===== src/hdl/bfs_pkg.sv =====
// package for the boost fault status bank: register map, field layout,
// reset values and bus answer codes.
// assumes an AXI4-Lite slave with 32-bit data and byte addressing.
package bfs_pkg;

  // bus widths
  localparam int BFS_ADDR_W = 8;
  localparam int BFS_DATA_W = 32;
  localparam int BFS_STRB_W = BFS_DATA_W / 8;

  // register byte addresses
  localparam logic [BFS_ADDR_W-1:0] BFS_FLAGS_OFS = 8'h10;
  localparam logic [BFS_ADDR_W-1:0] BFS_PEND_OFS = 8'h18;
  localparam logic [BFS_ADDR_W-1:0] BFS_MASK_OFS = 8'h1C;
  // word select drops the two byte-offset bits
  localparam int BFS_WORD_LSB = 2;

  // eight faults, each a flag bit over its clear bit
  localparam int BFS_NUM_FAULTS = 8;
  localparam int BFS_FLAGS_W = 2 * BFS_NUM_FAULTS;

  // fault index i sits at flag bit 2i+1 and clear bit 2i
  localparam int BFS_F_OVERTEMP = 7;
  localparam int BFS_F_CURRENT_RES_SHORT = 6;
  localparam int BFS_F_LED_CFG_RES_MISSING = 5;
  localparam int BFS_F_MODE_RES_MISSING = 4;
  localparam int BFS_F_FREQ_RES_MISSING = 3;
  localparam int BFS_F_BOOST_OVERCURRENT = 2;
  localparam int BFS_F_BOOST_OVERVOLT_HI = 1;
  localparam int BFS_F_BOOST_OVERVOLT_LO = 0;

  // reset values
  localparam logic [BFS_FLAGS_W-1:0] BFS_FLAGS_RESET = 16'h0000;
  localparam logic [BFS_NUM_FAULTS-1:0] BFS_PEND_RESET = 8'h00;
  localparam logic [BFS_NUM_FAULTS-1:0] BFS_MASK_RESET = 8'h00;
  localparam logic [BFS_DATA_W-1:0] BFS_RDATA_ZERO = 32'h0000_0000;

  // AXI response codes
  localparam logic [1:0] BFS_RESP_OKAY = 2'h0;
  localparam logic [1:0] BFS_RESP_SLVERR = 2'h2;

endpackage


===== src/hdl/bfs_flag_cell.sv =====
// one sticky fault flag plus its interrupt-pending bit.
// assumes fault_seen is already synchronous to aclk.
`timescale 1ns/100ps
`default_nettype none
module bfs_flag_cell #(
  parameter bit PAIR_CLEARS_PIN = 1'b1
) (
  input wire logic aclk,
  input wire logic aresetn,
  input wire logic fault_seen,
  input wire logic pair_clear,
  input wire logic pend_clear,
  output logic flag,
  output logic pending
);

  logic flag_reg;
  logic flag_next;
  logic pend_reg;
  logic pend_next;
  logic pend_drop;

  // set beats clear so a fault in the clearing cycle is kept
  assign flag_next = fault_seen | (flag_reg & ~pair_clear);
  assign pend_drop = pend_clear | (PAIR_CLEARS_PIN & pair_clear);
  assign pend_next = fault_seen | (pend_reg & ~pend_drop);

  // state update
  always_ff @(posedge aclk) begin
    if (!aresetn) begin
      flag_reg <= 1'b0;
      pend_reg <= 1'b0;
    end else begin
      flag_reg <= flag_next;
      pend_reg <= pend_next;
    end
  end

  assign flag = flag_reg;
  assign pending = pend_reg;

endmodule
`default_nettype wire


===== src/hdl/bfs_status_bank.sv =====
// boost fault status bank: sticky fault flags with paired clear bits,
// an interrupt pending/mask pair and an AXI4-Lite register slave.
// assumes fault detector levels arrive asynchronously and are synced here;
// one clock, synchronous active-low reset.
//
// Operation
// - 16-bit flag register at 0x10, resets zero
// - bit 15 overtemp flag, bit 14 clear
// - bit 13 current resistor short, 12 clear
// - bit 11 led config resistor missing, 10 clear
// - bit 9 mode resistor missing, 8 clear
// - bit 7 freq resistor missing, 6 clear
// - bit 5 boost overcurrent, 4 clear
// - bit 3 boost overvolt high, 2 clear
// - bit 1 boost overvolt low, 0 clear
// - flag plus clear in one write clears flag, pin
// - low overvolt pair write clears flag only
//
// Chosen here: the AXI4-Lite register port.
`timescale 1ns/100ps
`default_nettype none
module bfs_status_bank
  import bfs_pkg::*;
(
  input wire logic aclk,
  input wire logic aresetn,
  // fault detector levels, one per fault index
  input wire logic [bfs_pkg::BFS_NUM_FAULTS-1:0] fault_detect,
  // write address channel
  input wire logic awvalid,
  output logic awready,
  input wire logic [bfs_pkg::BFS_ADDR_W-1:0] awaddr,
  input wire logic [2:0] awprot,
  // write data channel
  input wire logic wvalid,
  output logic wready,
  input wire logic [bfs_pkg::BFS_DATA_W-1:0] wdata,
  input wire logic [bfs_pkg::BFS_STRB_W-1:0] wstrb,
  // write response channel
  output logic bvalid,
  input wire logic bready,
  output logic [1:0] bresp,
  // read address channel
  input wire logic arvalid,
  output logic arready,
  input wire logic [bfs_pkg::BFS_ADDR_W-1:0] araddr,
  input wire logic [2:0] arprot,
  // read data channel
  output logic rvalid,
  input wire logic rready,
  output logic [bfs_pkg::BFS_DATA_W-1:0] rdata,
  output logic [1:0] rresp,
  // flag levels for the rest of the chip
  output logic [bfs_pkg::BFS_NUM_FAULTS-1:0] fault_flags,
  // level interrupt toward the fault pin driver
  output logic fault_irq
);

  import bfs_pkg::*;

  // fault synchroniser stages
  logic [BFS_NUM_FAULTS-1:0] det_meta_reg;
  logic [BFS_NUM_FAULTS-1:0] det_sync_reg;

  // write path holding state
  logic aw_held_reg;
  logic [BFS_ADDR_W-1:0] aw_addr_reg;
  logic w_held_reg;
  logic [BFS_DATA_W-1:0] w_data_reg;
  logic [BFS_STRB_W-1:0] w_strb_reg;
  logic bvalid_reg;
  logic [1:0] bresp_reg;

  // read path state
  logic rvalid_reg;
  logic [BFS_DATA_W-1:0] rdata_reg;
  logic [1:0] rresp_reg;

  // mask register
  logic [BFS_NUM_FAULTS-1:0] mask_reg;
  logic [BFS_NUM_FAULTS-1:0] mask_next;

  // per-fault cell outputs and controls
  logic [BFS_NUM_FAULTS-1:0] flag_bits;
  logic [BFS_NUM_FAULTS-1:0] pend_bits;
  logic [BFS_NUM_FAULTS-1:0] pair_clear;
  logic [BFS_NUM_FAULTS-1:0] pend_clear;

  // decode and selection wires
  wire aw_fire;
  wire w_fire;
  wire ar_fire;
  wire do_write;
  wire [BFS_ADDR_W-1:0] wr_word_addr;
  wire [BFS_ADDR_W-1:0] rd_word_addr;
  wire wr_flags_hit;
  wire wr_pend_hit;
  wire wr_mask_hit;
  wire wr_mapped;
  wire rd_flags_hit;
  wire rd_pend_hit;
  wire rd_mask_hit;
  wire rd_mapped;
  wire [BFS_DATA_W-1:0] lane_mask;
  wire [BFS_DATA_W-1:0] wr_eff;
  wire [BFS_FLAGS_W-1:0] flags_view;
  wire [BFS_DATA_W-1:0] rd_value;

  // two-flop synchroniser; only the second stage is read
  always_ff @(posedge aclk) begin
    if (!aresetn) begin
      det_meta_reg <= BFS_PEND_RESET;
      det_sync_reg <= BFS_PEND_RESET;
    end else begin
      det_meta_reg <= fault_detect;
      det_sync_reg <= det_meta_reg;
    end
  end

  // channel handshakes; one write and one read in flight at most
  assign awready = ~aw_held_reg & ~bvalid_reg;
  assign wready = ~w_held_reg & ~bvalid_reg;
  assign arready = ~rvalid_reg;
  assign aw_fire = awvalid & awready;
  assign w_fire = wvalid & wready;
  assign ar_fire = arvalid & arready;
  // the write acts once both halves are held, so the order is free
  assign do_write = aw_held_reg & w_held_reg & ~bvalid_reg;

  // address decode on word boundaries
  assign wr_word_addr = {aw_addr_reg[BFS_ADDR_W-1:BFS_WORD_LSB], 2'h0};
  assign rd_word_addr = {araddr[BFS_ADDR_W-1:BFS_WORD_LSB], 2'h0};
  assign wr_flags_hit = (wr_word_addr == BFS_FLAGS_OFS);
  assign wr_pend_hit = (wr_word_addr == BFS_PEND_OFS);
  assign wr_mask_hit = (wr_word_addr == BFS_MASK_OFS);
  assign wr_mapped = wr_flags_hit | wr_pend_hit | wr_mask_hit;
  assign rd_flags_hit = (rd_word_addr == BFS_FLAGS_OFS);
  assign rd_pend_hit = (rd_word_addr == BFS_PEND_OFS);
  assign rd_mask_hit = (rd_word_addr == BFS_MASK_OFS);
  assign rd_mapped = rd_flags_hit | rd_pend_hit | rd_mask_hit;

  // byte enables gate the written data lane by lane
  genvar gl;
  generate
    for (gl = 0; gl < BFS_STRB_W; gl = gl + 1) begin : g_lane
      assign lane_mask[gl*8 +: 8] = {8{w_strb_reg[gl]}};
    end
  endgenerate
  assign wr_eff = w_data_reg & lane_mask;

  // per-fault clear decode, flag cells and read view
  genvar gf;
  generate
    for (gf = 0; gf < BFS_NUM_FAULTS; gf = gf + 1) begin : g_fault
      // both bits of the pair in one write, else nothing happens
      assign pair_clear[gf] = do_write & wr_flags_hit
        & wr_eff[2*gf+1] & wr_eff[2*gf];
      assign pend_clear[gf] = do_write & wr_pend_hit & wr_eff[gf];
      // clear bits are actions, so they read back as zero
      assign flags_view[2*gf+1] = flag_bits[gf];
      assign flags_view[2*gf] = 1'b0;
      // low overvolt pair write leaves the pending bit alone
      bfs_flag_cell #(
        .PAIR_CLEARS_PIN(gf != BFS_F_BOOST_OVERVOLT_LO)
      ) u_cell (
        .aclk(aclk),
        .aresetn(aresetn),
        .fault_seen(det_sync_reg[gf]),
        .pair_clear(pair_clear[gf]),
        .pend_clear(pend_clear[gf]),
        .flag(flag_bits[gf]),
        .pending(pend_bits[gf])
      );
    end
  endgenerate

  // fault bit placement in the flag word
  // overtemp at 15/14
  // current resistor short at 13/12
  // led config resistor missing at 11/10
  // mode resistor missing at 9/8
  // freq resistor missing at 7/6
  // boost overcurrent at 5/4
  // boost overvolt high at 3/2
  // boost overvolt low at 1/0

  // mask takes the low byte lane only
  assign mask_next = wr_eff[BFS_NUM_FAULTS-1:0];

  // read mux; unused upper bits read zero
  assign rd_value = rd_flags_hit ? {{(BFS_DATA_W-BFS_FLAGS_W){1'b0}}, flags_view}
    : rd_pend_hit ? {{(BFS_DATA_W-BFS_NUM_FAULTS){1'b0}}, pend_bits}
    : rd_mask_hit ? {{(BFS_DATA_W-BFS_NUM_FAULTS){1'b0}}, mask_reg}
    : BFS_RDATA_ZERO;

  // write address and data capture
  always_ff @(posedge aclk) begin
    if (!aresetn) begin
      aw_held_reg <= 1'b0;
      aw_addr_reg <= BFS_FLAGS_OFS;
    end else if (aw_fire) begin
      aw_held_reg <= 1'b1;
      aw_addr_reg <= awaddr;
    end else if (do_write) begin
      aw_held_reg <= 1'b0;
    end
  end

  always_ff @(posedge aclk) begin
    if (!aresetn) begin
      w_held_reg <= 1'b0;
      w_data_reg <= BFS_RDATA_ZERO;
      w_strb_reg <= '0;
    end else if (w_fire) begin
      w_held_reg <= 1'b1;
      w_data_reg <= wdata;
      w_strb_reg <= wstrb;
    end else if (do_write) begin
      w_held_reg <= 1'b0;
    end
  end

  // write response; unmapped addresses get an error answer
  always_ff @(posedge aclk) begin
    if (!aresetn) begin
      bvalid_reg <= 1'b0;
      bresp_reg <= BFS_RESP_OKAY;
    end else if (do_write) begin
      bvalid_reg <= 1'b1;
      bresp_reg <= wr_mapped ? BFS_RESP_OKAY : BFS_RESP_SLVERR;
    end else if (bready) begin
      bvalid_reg <= 1'b0;
    end
  end

  // mask register update
  always_ff @(posedge aclk) begin
    if (!aresetn) begin
      mask_reg <= BFS_MASK_RESET;
    end else if (do_write & wr_mask_hit) begin
      mask_reg <= mask_next;
    end
  end

  // read data registered on address acceptance
  always_ff @(posedge aclk) begin
    if (!aresetn) begin
      rvalid_reg <= 1'b0;
      rdata_reg <= BFS_RDATA_ZERO;
      rresp_reg <= BFS_RESP_OKAY;
    end else if (ar_fire) begin
      rvalid_reg <= 1'b1;
      rdata_reg <= rd_value;
      rresp_reg <= rd_mapped ? BFS_RESP_OKAY : BFS_RESP_SLVERR;
    end else if (rready) begin
      rvalid_reg <= 1'b0;
    end
  end

  // outputs
  assign bvalid = bvalid_reg;
  assign bresp = bresp_reg;
  assign rvalid = rvalid_reg;
  assign rdata = rdata_reg;
  assign rresp = rresp_reg;
  assign fault_flags = flag_bits;
  // pin follows the masked pending bits, so a pair clear drops it too, except the low overvolt pair write
  assign fault_irq = |(pend_bits & mask_reg);

endmodule
`default_nettype wire


===== config.mk =====
export PLATFORM = sky130hd
export DESIGN_NAME = bfs_status_bank
export DESIGN_NICKNAME = d
export VERILOG_FILES = /design/src/hdl/bfs_pkg.sv /design/src/hdl/bfs_flag_cell.sv /design/src/hdl/bfs_status_bank.sv
export SDC_FILE = /design/constraint.sdc
export NUM_CORES = 1
export LEC_CHECK = 0
export BUFFER_PORTS_ARGS = -buffer_cell sky130_fd_sc_hd__buf_4
export CORE_ASPECT_RATIO = 0.5
export CORE_MARGIN = 5
export CORE_UTILIZATION = 47
export CTS_BUF_LIST = sky130_fd_sc_hd__clkbuf_8
export DETAILED_ROUTE_END_ITERATION = 8
export GPL_TIMING_DRIVEN = 1
export PLACE_DENSITY_LB_ADDON = 0.3
export SKIP_LAST_GASP = 1
export SYNTH_ARGS = -nofsm -noshare
export SYNTH_HDL_FRONTEND = slang
export SYNTH_SLANG_ARGS = --single-unit

===== constraint.sdc =====
create_clock -name aclk -period 1.5 [get_ports aclk]
set_input_delay 0.225 -clock aclk [delete_from_list [all_inputs] [get_ports aclk]]
set_output_delay 0.225 -clock aclk [all_outputs]
set_load 0.05 [all_outputs]

==> flow_summary_export.csv <==
group,metric,value,unit
detailed_routing,vias_per_cell,4.973,
hold_path,holdPathEnd,"det_meta_reg[3]$_SDFF_PN0_",
place,port_buffers,72,
hold_path,holdPathStages,2,
cells_and_area,final_core_util,62.27,%
synth,yosys.area.top_type,"dfxtp_1",
die,die_x,132.7,um
synth,synth_cell_types,45,
sta,fin_crit_sh,109.5,%
status,status,"complete, but fails checks",
synth,synth_top_area_share,46.43,%
detailed_routing,ant_nets,0,
clocking,clock-root-buffer,"clkbuf_8",
sta,min_period,1.642,ns
place,place.gp.congestion,0.8688,
synth,netlist_instances,388,
clocking,clock-sinks,82,
grt,overflow,0,
critical_path,path_buf_inv,0,
power_and_ir_drop,power_density,1045,nW/um^2
synth,synth-edff-count,0,
critical_path,crit_chain,"nor4b_4 > nand4_4 > or3b_4 > o221a_1",
sta,rsz0062_at_grt,"yes",
die,die_h,71.33,um
detailed_routing,wl,7856,um
status,violations,"negative setup slack",
hold_path,hold_path_class,"in2reg",
critical_path,r2r-end,"g_fault[1].u_cell.pending$_SDFF_PN0_",
clocking,clk_path_buf_depth,2,
synth,synth-seq-cells,82,
grt,grt.total_usage,16.46,%
die,start_util,48.29,%
sta,finalMaxSlewViolations,0,
critical_path,start_kind,"flop",
power_and_ir_drop,peakVddDrop,0.0005262,V
synth,yosys-top-cells-count,"dfxtp_1, nand2_1, buf_4",
cells_and_area,largest_reg_flops,16,
critical_path,ff2ff_path_depth,4,
detailed_routing,drc,0,
critical_path,path_max_fanout,4,
grt,grt_antenna_before_repair,0,
cells_and_area,num-nets-final,538,
run,drv_cap,0,
grt,grt_pass1_vias,2550,
cells_and_area,antenna-diode-count,0,
grt,grt_pass1_wl,12250,um
clocking,h-tree-depth,3,
detailed_routing,drtPass1Iterations,4,
sta,fin_skew,0.01278,ns
die,rows,22,
synth,synthFlopType,"dfxtp_1",
critical_path,crit_arrival,1.89,ns
hold_path,worstHoldStart,"fault_detect[3]",
power_and_ir_drop,leakagePower,1.822,nW
clocking,clk_latency,0.36,ns
detailed_routing,drt_iter0_markers,194,
critical_path,cp_slowest_cell,"or3b_4",
clocking,cts_tree,"done",
critical_path,cp_slowest_stage_delay,0.42,ns
die,io_pins,123,
synth,async_flop_share,0,%
synth,syn_area,3536,um^2
critical_path,path_class,"reg2reg",
synth,yosys-top-cells-area,"dfxtp_1, nand2_1, buf_4, a21boi_0, o21a_1",
sta,final-setup-viol-count,17,
cells_and_area,drive_gt1_share,33.19,%
detailed_routing,dr_total_vias,2815,
synth,yosysWarnings,0,
sta,fmax,608.9,MHz
synth,synth_most_common_cell,"dfxtp_1",
place,hpwl,5782,um
die,dieArea,9463,um^2
synth,yosysSeqAreaShare,46.43,%
place,placed_cells,547,
critical_path,path_delay_family,"simple AND/OR/NAND/NOR gates",
grt,grt_start_max_net_pins,40,
detailed_routing,wl_per_cell,13.88,um
critical_path,critPathRequiredTime,1.74,ns
die,coreArea,7322,um^2
cells_and_area,fin_cells,566,
critical_path,r2r_slack,-0.14,ns
critical_path,r2r-start,"aw_addr_reg[6]$_SDFFE_PN0P_",
cells_and_area,syn2layout_area_growth,28.95,%
clocking,clkTransAtPathRegs,0.08,ns
sta,hold_viol,0,
synth,avgSynthCellArea,9.113,um^2
sta,timing.final.ws_setup,-0.1422,ns
critical_path,critPathCaptureType,"flop",
clocking,cts_buffers,9,
power by group:
group          leakage, nW  switching, mW  internal (mW)
clock                0.106          0.803          0.817
combinational         1.04          0.463          0.310
sequential           0.675         0.0951           2.28
total                 1.82           1.36           3.40
cell type report:
class / count / area [um^2]
timing repair buffer: 97 / 777.0
clock inverter: 6 / 66.31
tap: 96 / 120.1
clock buffer: 10 / 137.6
fill: 634 / 2763
multi-input combinational: 270 / 1785
sequential: 82 / 1654
inverter: 5 / 18.77
routing by layer:
metal	share of wire (%)	routed length (um)	GRT usage [%]
met3	6.7	525	5.119
met4	1.8	141	7.604
met2	43	3415	24.84
met5	0	0	0
met1	48	3774	21.77
how the worst max path moves through the flow:
stage	from	end	slack (ns)	cells past startpoint
final	aw_addr_reg[6]$_SDFFE_PN0P_	g_fault[1].u_cell.pending$_SDFF_PN0_	-0.14	4
after global placement	araddr[5]	rdata[1]$_SDFFE_PN0P_	-0.15	5
after detailed placement	araddr[5]	rdata[3]$_SDFFE_PN0P_	-0.16	5
after floorplan	aw_addr_reg[6]$_SDFFE_PN0P_	g_fault[1].u_cell.pending$_SDFF_PN0_	-0.05	4
after CTS	aw_addr_reg[7]$_SDFFE_PN0P_	g_fault[1].u_cell.pending$_SDFF_PN0_	-0.17	4
after global routing	aw_addr_reg[6]$_SDFFE_PN0P_	g_fault[1].u_cell.pending$_SDFF_PN0_	-0.20	4
cell families (layout without fill, tap and decap cells):
family	count (synthesis)	after routing	share of synthesized area, %
buffers and inverters	57	118	9.660
flip-flops	82	82	46.43
AND/OR/NAND/NOR	144	144	21.51
multiplexers	10	10	2.972
other	1	22	0.1061
AO/OA/AOI/OAI	94	94	19.32
metrics by stage:
| stage | setup WS [ns] | power [mW] | instance area [um^2] | TNS (ns) | hold WS [ns] |
|---|---|---|---|---|---|
| 2_1_floorplan | -0.05045 | 2.950 | 3637 | -0.1009 | 0.3523 |
| 3_3_place_gp | -0.1544 | 3.155 | 4175 | -1.820 | 0.4162 |
| 3_5_place_dp | -0.1565 | 3.164 | 4175 | -2.266 | 0.4169 |
| 4_1_cts | -0.1664 | 4.794 | 4468 | -0.9252 | 0.04610 |
| 5_1_grt | -0.1963 | 4.979 | 4559 | -2.061 | 0.05832 |
| 6_report | -0.1422 | 4.765 | 4559 | -0.7628 | 0.06630 |
what timing repair did:
action,in CTS,in global routing
gates resized for setup,27,16
hold buffers,0,0
setup endpoints to repair,18,25
cloned,0,0
pin swaps,23,11
buffers inserted,0,3
cells in the final DEF (no fill, tap or decap), types with 3 or more instances in the layout:
cell / instances
buf_4: 91
dfxtp_1: 76
nand2_1: 71
a21boi_0: 22
conb_1: 22
o21a_1: 18
and2_1: 18
nor2b_1: 17
o21ai_0: 12
clkbuf_8: 10
nand4_1: 8
a21oi_1: 7
mux2i_1: 6
nand3_2: 6
a21boi_1: 6
inv_1: 5
mux2_2: 4
a32oi_1: 4
dfxtp_2: 4
a22oi_2: 3
o31ai_2: 3
a41oi_2: 3
clkinv_4: 3
buf_6: 3
buf_12: 3
worst register-to-register path: cells and delay by family (launching register included):
kind	cells	cell delay, ns
AO/OA/AOI/OAI	1	0.22
AND/OR/NAND/NOR	3	0.96
flip-flops	1	0.34
No activity file was read; power rests on OpenSTA's default activity.
